File: src/rtl/mmd_map.vh
// Behaviour
// - Decode one linear 16 Mbyte space, byte/word.
// - User mode flash blocks at fixed ranges.
// - Bootstrap shows 8K test block at zero.
// - Never read the bank being modified.
// - Two flash banks, 384K and 128K.
// - Extension RAM 16-bit, zero waits, byte/word.
// - Area one decoded when global and bit2 set.
// - Disabled area one goes to external interface.
// - Area two at F0000h with global and bit3.
// - CAN A window needs global and bit0.
// - CAN B window needs global and bit1.
// - Clock window needs global and bit4.
// - Extra PWM window needs global and bit6.
// - Async serial B needs global and bit7.
// - Sync serial B needs global and bit8.
// - I2C window needs global and bit9.
// - Misc window needs global and bit10.
// - Peripheral windows word only, two waits.
// - CAN in use limits segment lines to four.
// - Disabled peripheral claims no space at all.
// - Flash fetch 32-bit, data 16-bit, control 16-bit.
`ifndef MMD_MAP_VH
`define MMD_MAP_VH

// --------------------------------------------------------------------------
// Address field positions and region bases.
// --------------------------------------------------------------------------
`define MMD_AW 24
`define MMD_FLASH_BASE 24'h000000
`define MMD_FLASH_LAST 24'h08ffff
`define MMD_TEST_LAST 24'h001fff
`define MMD_LOW_FLASH_LAST 24'h007fff
`define MMD_MID_FLASH_BASE 24'h018000
`define MMD_BANK1_BASE 24'h070000
`define MMD_FCTL_BASE 24'h0e0000
`define MMD_FCTL_LAST 24'h0effff
`define MMD_XR1_BASE 24'h00e000
`define MMD_XR1_LAST 24'h00e7ff
`define MMD_XR2_BASE 24'h0f0000
`define MMD_XR2_LAST 24'h0f7fff
`define MMD_PWIN_HI 24'h00efff
`define MMD_PWIN_LO 24'h00e800
`define MMD_PAGE_HI 15
`define MMD_PAGE_LO 8
`define MMD_PG_SSCB 8'he8
`define MMD_PG_ASCB 8'he9
`define MMD_PG_I2C 8'hea
`define MMD_PG_MISC 8'heb
`define MMD_PG_PWM 8'hec
`define MMD_PG_RTC 8'hed
`define MMD_PG_CANB 8'hee
`define MMD_PG_CANA 8'hef

// --------------------------------------------------------------------------
// Enable bit positions.
// --------------------------------------------------------------------------
`define MMD_SYS_XPE_BIT 2
`define MMD_PE_CANA 0
`define MMD_PE_CANB 1
`define MMD_PE_XR1 2
`define MMD_PE_XR2 3
`define MMD_PE_RTC 4
`define MMD_PE_PWM 6
`define MMD_PE_ASCB 7
`define MMD_PE_SSCB 8
`define MMD_PE_I2C 9
`define MMD_PE_MISC 10

// --------------------------------------------------------------------------
// Target codes, widths and wait states.
// --------------------------------------------------------------------------
`define MMD_T_EXT 4'h0
`define MMD_T_FLASH0 4'h1
`define MMD_T_FLASH1 4'h2
`define MMD_T_TEST 4'h3
`define MMD_T_FCTL 4'h4
`define MMD_T_XR1 4'h5
`define MMD_T_XR2 4'h6
`define MMD_T_CANA 4'h7
`define MMD_T_CANB 4'h8
`define MMD_T_RTC 4'h9
`define MMD_T_PWM 4'ha
`define MMD_T_ASCB 4'hb
`define MMD_T_SSCB 4'hc
`define MMD_T_I2C 4'hd
`define MMD_T_MISC 4'he
`define MMD_W32 2'h2
`define MMD_W16 2'h1
`define MMD_WAIT_PERIPH 2'h2
`define MMD_WAIT_NONE 2'h0
`define MMD_SEG_FULL 4'h8
`define MMD_SEG_CAN 4'h4

`endif

File: src/rtl/mmd_decoder.v
`timescale 1ns/1ps
`default_nettype none
`include "mmd_map.vh"

module mmd_decoder (
    input wire sys_clk_in,
    input wire rst_n_in,
    input wire req_in,
    input wire [23:0] addr_in,
    input wire fetch_in,
    input wire write_in,
    input wire byte_in,
    input wire bootstrap_in,
    input wire [15:0] system_config_reg_in,
    input wire [15:0] periph_enable_reg_in,
    input wire bank0_busy_in,
    input wire bank1_busy_in,
    output reg valid_out,
    output reg [3:0] target_out,
    output reg [1:0] width_out,
    output reg [1:0] wait_states_out,
    output reg external_out,
    output reg size_error_out,
    output reg bank_conflict_out,
    output reg [3:0] seg_lines_out,
    output reg global_periph_enable_out
);

    // ----------------------------------------------------------------------
    // Address map overview.
    // ----------------------------------------------------------------------
    // The core issues a 24-bit byte address in each cycle that it requests.
    // This block only decides where that access goes and how it is shaped;
    // it moves no data and keeps no memory of earlier accesses.
    //
    // Regions, from the highest priority down:
    //   - Peripheral zone 00e800h..00efffh, split into eight 256-byte pages.
    //     A page answers only with the global enable and its own enable set.
    //   - Extension RAM area one, 00e000h..00e7ffh, 2K.
    //   - Extension RAM area two, 0f0000h..0f7fffh, 32K.
    //   - Flash control area, 0e0000h..0effffh, always on chip.
    //   - Test flash block, 000000h..001fffh, in bootstrap mode only.
    //   - Program flash: four 8K blocks from zero, then 018000h..08ffffh.
    //     Bank one starts at 070000h; everything below it is bank zero.
    //   - Anything else goes to the external memory interface.
    //
    // Only the test block overlaps the program flash, so the priority order
    // matters there alone; elsewhere it follows the order in which a reader scans the map.
    //
    // Limitations a user must know:
    //   - The gap 008000h..017fffh is not flash in user mode; outside 00e000h..00efffh it goes out.
    //   - Only the bottom 8K is replaced by the test block in bootstrap;
    //     the other low blocks still read as user flash.
    //   - Byte accesses to a peripheral page are flagged, not blocked; the
    //     bus interface downstream has to turn the flag into a trap.
    //   - A read of a busy flash bank is flagged the same way. Writes pass,
    //     since the erase controller itself owns the write path.
    //
    // Every output is registered, so the answer to a request sampled on one
    // edge appears after that edge and stands for one cycle.

    // ----------------------------------------------------------------------
    // Helper functions.
    // ----------------------------------------------------------------------

    // Inclusive window test on a full byte address. Every region is a
    // closed range, so both ends are compared instead of masking high bits;
    // that keeps odd-sized regions such as the 018000h..08ffffh flash range exact.
    function in_range;
        input [`MMD_AW-1:0] a;
        input [`MMD_AW-1:0] lo;
        input [`MMD_AW-1:0] hi;
        begin
            in_range = (a >= lo) && (a <= hi);
        end
    endfunction

    // Maps one page of the peripheral zone to its target code. A window
    // whose own enable is clear claims no space, so the access is handed to
    // the external interface exactly as if no peripheral were present.
    // The global enable is applied by the caller, not here.
    function [3:0] window_target;
        input [7:0] pg;
        input [15:0] en;
        begin
            window_target = `MMD_T_EXT;
            case (pg)
                `MMD_PG_CANA: begin
                    if (en[`MMD_PE_CANA]) begin
                        window_target = `MMD_T_CANA;
                    end
                end
                `MMD_PG_CANB: begin
                    if (en[`MMD_PE_CANB]) begin
                        window_target = `MMD_T_CANB;
                    end
                end
                `MMD_PG_RTC: begin
                    if (en[`MMD_PE_RTC]) begin
                        window_target = `MMD_T_RTC;
                    end
                end
                `MMD_PG_PWM: begin
                    if (en[`MMD_PE_PWM]) begin
                        window_target = `MMD_T_PWM;
                    end
                end
                `MMD_PG_ASCB: begin
                    if (en[`MMD_PE_ASCB]) begin
                        window_target = `MMD_T_ASCB;
                    end
                end
                `MMD_PG_SSCB: begin
                    if (en[`MMD_PE_SSCB]) begin
                        window_target = `MMD_T_SSCB;
                    end
                end
                `MMD_PG_I2C: begin
                    if (en[`MMD_PE_I2C]) begin
                        window_target = `MMD_T_I2C;
                    end
                end
                `MMD_PG_MISC: begin
                    if (en[`MMD_PE_MISC]) begin
                        window_target = `MMD_T_MISC;
                    end
                end
                default: begin
                    window_target = `MMD_T_EXT;
                end
            endcase
        end
    endfunction

    // True for the eight peripheral page targets. They share one bus shape,
    // so the attribute logic asks this once instead of listing the codes in
    // several places where one could be missed.
    function is_window;
        input [3:0] t;
        begin
            case (t)
                `MMD_T_CANA, `MMD_T_CANB, `MMD_T_RTC, `MMD_T_PWM,
                `MMD_T_ASCB, `MMD_T_SSCB, `MMD_T_I2C, `MMD_T_MISC: begin
                    is_window = 1'h1;
                end
                default: begin
                    is_window = 1'h0;
                end
            endcase
        end
    endfunction

    // True for every target that reads the flash array. The test block is
    // counted here since it lives in bank zero beside the user blocks.
    // The control area is not array storage and stays out.
    function is_flash;
        input [3:0] t;
        begin
            case (t)
                `MMD_T_FLASH0, `MMD_T_FLASH1, `MMD_T_TEST: begin
                    is_flash = 1'h1;
                end
                default: begin
                    is_flash = 1'h0;
                end
            endcase
        end
    endfunction

    // Picks the bank of a user flash address. Only the split point matters
    // here; the result is worked out for every address but chosen only when the
    // address is inside the array, so the gap above the 32K block never reaches the output.
    function [3:0] flash_bank_target;
        input [`MMD_AW-1:0] a;
        begin
            if (a >= `MMD_BANK1_BASE) begin
                flash_bank_target = `MMD_T_FLASH1;
            end else begin
                flash_bank_target = `MMD_T_FLASH0;
            end
        end
    endfunction

    // Busy state of the bank behind a flash target. Each bank has its own
    // sense amplifiers, so only a read of the bank under modification is flagged and
    // the other one stays readable at full speed.
    function bank_busy;
        input [3:0] t;
        input busy0;
        input busy1;
        begin
            if (t == `MMD_T_FLASH1) begin
                bank_busy = busy1;
            end else begin
                bank_busy = busy0;
            end
        end
    endfunction

    // ----------------------------------------------------------------------
    // Decode.
    // ----------------------------------------------------------------------

    reg [3:0] tgt_d;
    reg [1:0] width_d;
    reg [1:0] wait_d;
    reg size_err_d;
    reg conflict_d;
    wire xpe;
    wire [7:0] page;
    wire periph_zone;
    wire xr1_zone;
    wire xr2_zone;
    wire fctl_zone;
    wire test_zone;
    wire flash_zone;
    wire xr1_on;
    wire xr2_on;
    wire any_can;
    wire [3:0] win_tgt;
    wire [3:0] flash_tgt;

    // Global enable and the page field of the peripheral zone.
    assign xpe = system_config_reg_in[`MMD_SYS_XPE_BIT];
    assign page = addr_in[`MMD_PAGE_HI:`MMD_PAGE_LO];

    // Raw region hits, independent of any enable. Keeping the ranges apart
    // from the enables lets a disabled region fall cleanly through to the
    // external interface instead of being caught by a later test.
    assign periph_zone = in_range(addr_in, `MMD_PWIN_LO, `MMD_PWIN_HI);
    assign xr1_zone = in_range(addr_in, `MMD_XR1_BASE, `MMD_XR1_LAST);
    assign xr2_zone = in_range(addr_in, `MMD_XR2_BASE, `MMD_XR2_LAST);
    assign fctl_zone = in_range(addr_in, `MMD_FCTL_BASE, `MMD_FCTL_LAST);
    // Bootstrap only swaps the bottom 8K; the user array keeps its holes.
    assign test_zone = bootstrap_in &&
        in_range(addr_in, `MMD_FLASH_BASE, `MMD_TEST_LAST);
    assign flash_zone = in_range(addr_in, `MMD_FLASH_BASE, `MMD_LOW_FLASH_LAST) ||
        in_range(addr_in, `MMD_MID_FLASH_BASE, `MMD_FLASH_LAST);

    // Each RAM area needs the global enable and its own bit. With either
    // clear the range belongs to whatever the external select windows put
    // there, so no on-chip target is chosen.
    assign xr1_on = xpe && periph_enable_reg_in[`MMD_PE_XR1];
    assign xr2_on = xpe && periph_enable_reg_in[`MMD_PE_XR2];

    // A CAN window held open takes port lines that would carry segment bits.
    assign any_can = xpe && (periph_enable_reg_in[`MMD_PE_CANA] ||
        periph_enable_reg_in[`MMD_PE_CANB]);

    // Candidate targets inside the peripheral zone and the flash array.
    // They are worked out in parallel and chosen by the priority chain.
    assign win_tgt = window_target(page, periph_enable_reg_in);
    assign flash_tgt = flash_bank_target(addr_in);

    // Priority: peripheral windows, then RAM areas, then flash control,
    // then the test block, then the user array, else external. A RAM area with
    // its enable clear, or a page with its own bit clear, ends its branch with
    // the external code, so nothing further down can claim an address that the core meant to send out.
    always @* begin
        tgt_d = `MMD_T_EXT;
        if (periph_zone && xpe) begin
            tgt_d = win_tgt;
        end else if (xr1_zone) begin
            if (xr1_on) begin
                tgt_d = `MMD_T_XR1;
            end else begin
                tgt_d = `MMD_T_EXT;
            end
        end else if (xr2_zone) begin
            if (xr2_on) begin
                tgt_d = `MMD_T_XR2;
            end else begin
                tgt_d = `MMD_T_EXT;
            end
        end else if (fctl_zone) begin
            tgt_d = `MMD_T_FCTL;
        end else if (test_zone) begin
            tgt_d = `MMD_T_TEST;
        end else if (flash_zone) begin
            tgt_d = flash_tgt;
        end else begin
            tgt_d = `MMD_T_EXT;
        end
    end

    // Widths, waits and size checks per target. Anything that is neither
    // flash nor a peripheral page is a plain 16-bit access with no waits:
    // that covers both RAM areas, the control area and the external path,
    // whose own wait states are set by the external select windows.
    always @* begin
        width_d = `MMD_W16;
        wait_d = `MMD_WAIT_NONE;
        size_err_d = 1'h0;
        conflict_d = 1'h0;
        if (is_flash(tgt_d)) begin
            if (fetch_in) begin
                width_d = `MMD_W32;
            end else begin
                width_d = `MMD_W16;
            end
            conflict_d = ~write_in & bank_busy(tgt_d, bank0_busy_in, bank1_busy_in);
        end else if (is_window(tgt_d)) begin
            wait_d = `MMD_WAIT_PERIPH;
            size_err_d = byte_in;
        end else begin
            width_d = `MMD_W16;
            wait_d = `MMD_WAIT_NONE;
        end
    end

    // ----------------------------------------------------------------------
    // Registered outputs.
    // ----------------------------------------------------------------------
    always @(posedge sys_clk_in) begin
        if (!rst_n_in) begin
            valid_out <= 1'b0;
            target_out <= `MMD_T_EXT;
            width_out <= `MMD_W16;
            wait_states_out <= `MMD_WAIT_NONE;
            external_out <= 1'b0;
            size_error_out <= 1'b0;
            bank_conflict_out <= 1'b0;
            seg_lines_out <= `MMD_SEG_FULL;
            global_periph_enable_out <= 1'b0;
        end else begin
            valid_out <= req_in;
            target_out <= tgt_d;
            width_out <= width_d;
            wait_states_out <= wait_d;
            external_out <= req_in && (tgt_d == `MMD_T_EXT);
            size_error_out <= req_in && size_err_d;
            bank_conflict_out <= req_in && conflict_d;
            seg_lines_out <= any_can ? `MMD_SEG_CAN : `MMD_SEG_FULL;
            global_periph_enable_out <= xpe;
        end
    end

endmodule // mmd_decoder
`default_nettype wire

File: config.mk
export PLATFORM = sky130hd
export DESIGN_NAME = mmd_decoder
export DESIGN_NICKNAME = d
export VERILOG_FILES = /design/src/rtl/mmd_decoder.v
export VERILOG_INCLUDE_DIRS = /design/src /design/src/rtl
export SDC_FILE = /design/constraint.sdc
export NUM_CORES = 1
export LEC_CHECK = 0
export BUFFER_PORTS_ARGS = -buffer_cell sky130_fd_sc_hd__buf_4
export CAP_MARGIN = 20
export CORE_ASPECT_RATIO = 0.75
export CORE_UTILIZATION = 30
export DETAILED_ROUTE_END_ITERATION = 12
export PLACE_DENSITY = 0.7
export SLEW_MARGIN = 20
export SYNTH_ARGS = -nofsm -noshare
export SYNTH_HDL_FRONTEND = slang
export SYNTH_SLANG_ARGS = --single-unit
File: constraint.sdc
create_clock -name sys_clk_in -period 4.5 [get_ports sys_clk_in]
set_clock_uncertainty 0.1 [all_clocks]
set_input_delay 0.225 -clock sys_clk_in [delete_from_list [all_inputs] [get_ports sys_clk_in]]
set_output_delay 0.225 -clock sys_clk_in [all_outputs]
set_load 0.1 [all_outputs]
==> reports/qor.yml <==
holdBufCountCts: 0
finalSetupTns_ps: 0
hold_viol: 0
ioPinCount: 82
viasPerCell: 4.87
die_w_um: 61.6
die_y_um: 46.7
layout_commonest_cell: "buf_4"
grtUsageTotal_pct: 16.3
cts_tree: "yes"
cts_sinks: 14
area_growth_pct: 52.7
grt_setup_unrepaired: "false"
multiInputGateArea_um2: 472
dr.max_layer_used: "met4"
dr_wl_met2_um: 1000
portBuffers: 49
worstPathArrival_ps: 2000
wire_per_inst_um: 12.0
finalCriticalPeriod_ps: 1880
crit_required_ps: 4610
clockBufferDepth: 2
num_rows: 15
final_nets: 210
cp-end-kind: "flop"
stdcell_area_um2: 1220
h-tree-depth: 1
die_area_um2: 2880
setup_viol: 0
period_share_pct: 41.9
post_cts_resized: 0
yosysWarnings: 0
yosysSeqAreaShare_pct: 35.1
dp_hpwl_um: 1810
pwr_density_cell_nw_per_um2: 246
power_leakage_nw: 0.584
firstDrtPassIters: 4
dpl_cell_area_um2: 1180
ir_drop_v: 0.0000831
drc_errors: 0
report.final.slew_viol_count: 0
grt_overflow: 0
critPathMaxFanout: 3
timing.slew.headroom_pct: 56.1
met1_length_um: 941
start_kind: "input port"
diodes: 0
nFillCells: 253
cap_violations: 0
grt_pass1_vias: 794
fmax_mhz: 531
ys_ff_latch: 14
wirelength_um: 2130
core-area_um2: 2400
cts_root_buffer: "clkbuf_4"
drive_gt1_share_pct: 43.1
grt_max_degree: 12
start_util_pct: 33.3
register_area_um2: 280
clk_pin_slew_ps: 80
post_cts_buffers: 0
drt_iter0_drc: 30
vias: 866
outcome: "complete, no violations"
antenna_found_initial: 0
place_congestion: 0.802
postRouteAntennaNets: 0
worstMarginPinSlew_ps: 653
grt_pass1_wl_um: 3390
wl_met3_um: 171
final_cell_mix: "49 x buf_4, 14 x dfxtp_1, 7 x nor2_1"
synth_area_per_cell_um2: 8.51
total_power_w: 0.000300
min_path_type: "in2reg"
synth.distinct_cells: 38
worst-setup-path-type: "in2reg"
synth_cells: 94
numCtsBuffers: 3
syn_area_um2: 800
-- worst paths after layout --
path / from / endpoint / slack, ps / depth (start not counted)
worst max-delay path: addr_in[22] / size_error_out$_SDFF_PN0_ / 2620 / 7
worst min-delay path: write_in / bank_conflict_out$_SDFF_PN0_ / 10 / 2
-- sequential cells by signal (all words and copies together), names as in the netlist --
name	count
width_out	2
valid_out	1
external_out	1
wait_states_out	1
target_out	4
global_periph_enable_out	1
seg_lines_out	2
bank_conflict_out	1
size_error_out	1
-- kinds of logic (layout without fill, tap and decap cells) --
| family | after synthesis | after routing | share of synthesized area [%] |
|---|---|---|---|
| other | 1 | 3 | 0.469 |
| flip-flops | 14 | 14 | 35.1 |
| multiplexers | 4 | 4 | 6.57 |
| AND/OR/NAND/NOR | 43 | 43 | 33.0 |
| buffers and inverters | 11 | 59 | 6.89 |
| AO/OA/AOI/OAI | 21 | 21 | 18.0 |
-- worst max-delay path, stage by stage --
cell and delay [ps]:
buf_4 110, or4_4 550, nor4_4 310, nand2_2 100, o21a_1 210, o31ai_2 280, and4_1 210
-- through the flow --
| stage | instances | hold WS (ps) | utilization [%] | worst slack, ps |
|---|---|---|---|---|
| 6_report | 178 | 12.3 | 50.8 | 2620 |
| 5_1_grt | 178 | 5.61 | 50.8 | 2540 |
| 4_1_cts | 178 | 1.62 | 50.8 | 2610 |
| 3_5_place_dp | 174 | 298 | 49.3 | 2320 |
| 3_3_place_gp | 174 | 293 | 49.3 | 2370 |
| 2_1_floorplan | 96 | 197 | - | 2560 |
-- layer usage --
layer / global-route usage [%] / vias up
li1: - / 442
met1: 20.3 / 383
met4: 8.89 / 0
met2: 27.7 / 39
met5: 0 / -
met3: 1.97 / 2
-- synthesized netlist by cell type, drive strengths merged --
master	n	area share, %
buf	5	4.1
dfxtp	14	35
o21ai	5	3.1
nand2b	3	2.3
o32a	1	1.4
nor2	7	3.3
or3	1	0.78
o31a	1	1.1
a211oi	1	0.94
and4	1	1.1
nand4	3	2.3
nor4b	2	2.2
o31ai	1	1.6
nor4	2	3.4
a21boi	2	1.9
or2	1	0.78
or4	1	1.4
mux4	1	2.8
a211o	1	1.1
nand3b	1	0.94
nand4b	1	1.1
o311ai	1	1.1
nand2	7	3.6
and2	2	1.6
a21oi	5	3.1
conb	1	0.47
or4b	1	1.3
and3	3	2.5
nand3	5	3.1
o21a	2	1.9
a31oi	1	0.78
nor3	2	1.3
mux2i	3	3.8
inv	6	2.8
-- report_power, final --
| group | switching, W | total (W) | internal, W |
|---|---|---|---|
| combinational | 0.0000545 | 0.0000884 | 0.0000338 |
| clock | 0.0000354 | 0.0000845 | 0.0000491 |
| sequential | 0.000000613 | 0.000127 | 0.000126 |
-- area by class of cell --
| type | instances | share of cell area (%) |
|---|---|---|
| Clock buffer | 4 | 2.97 |
| Timing Repair Buffer | 49 | 30.1 |
| Tap cell | 34 | 3.48 |
| Inverter | 6 | 1.84 |
| Sequential cell | 14 | 23.0 |
| Multi-Input combinational cell | 71 | 38.6 |
Note: power is estimated with default switching activity, not from simulation.
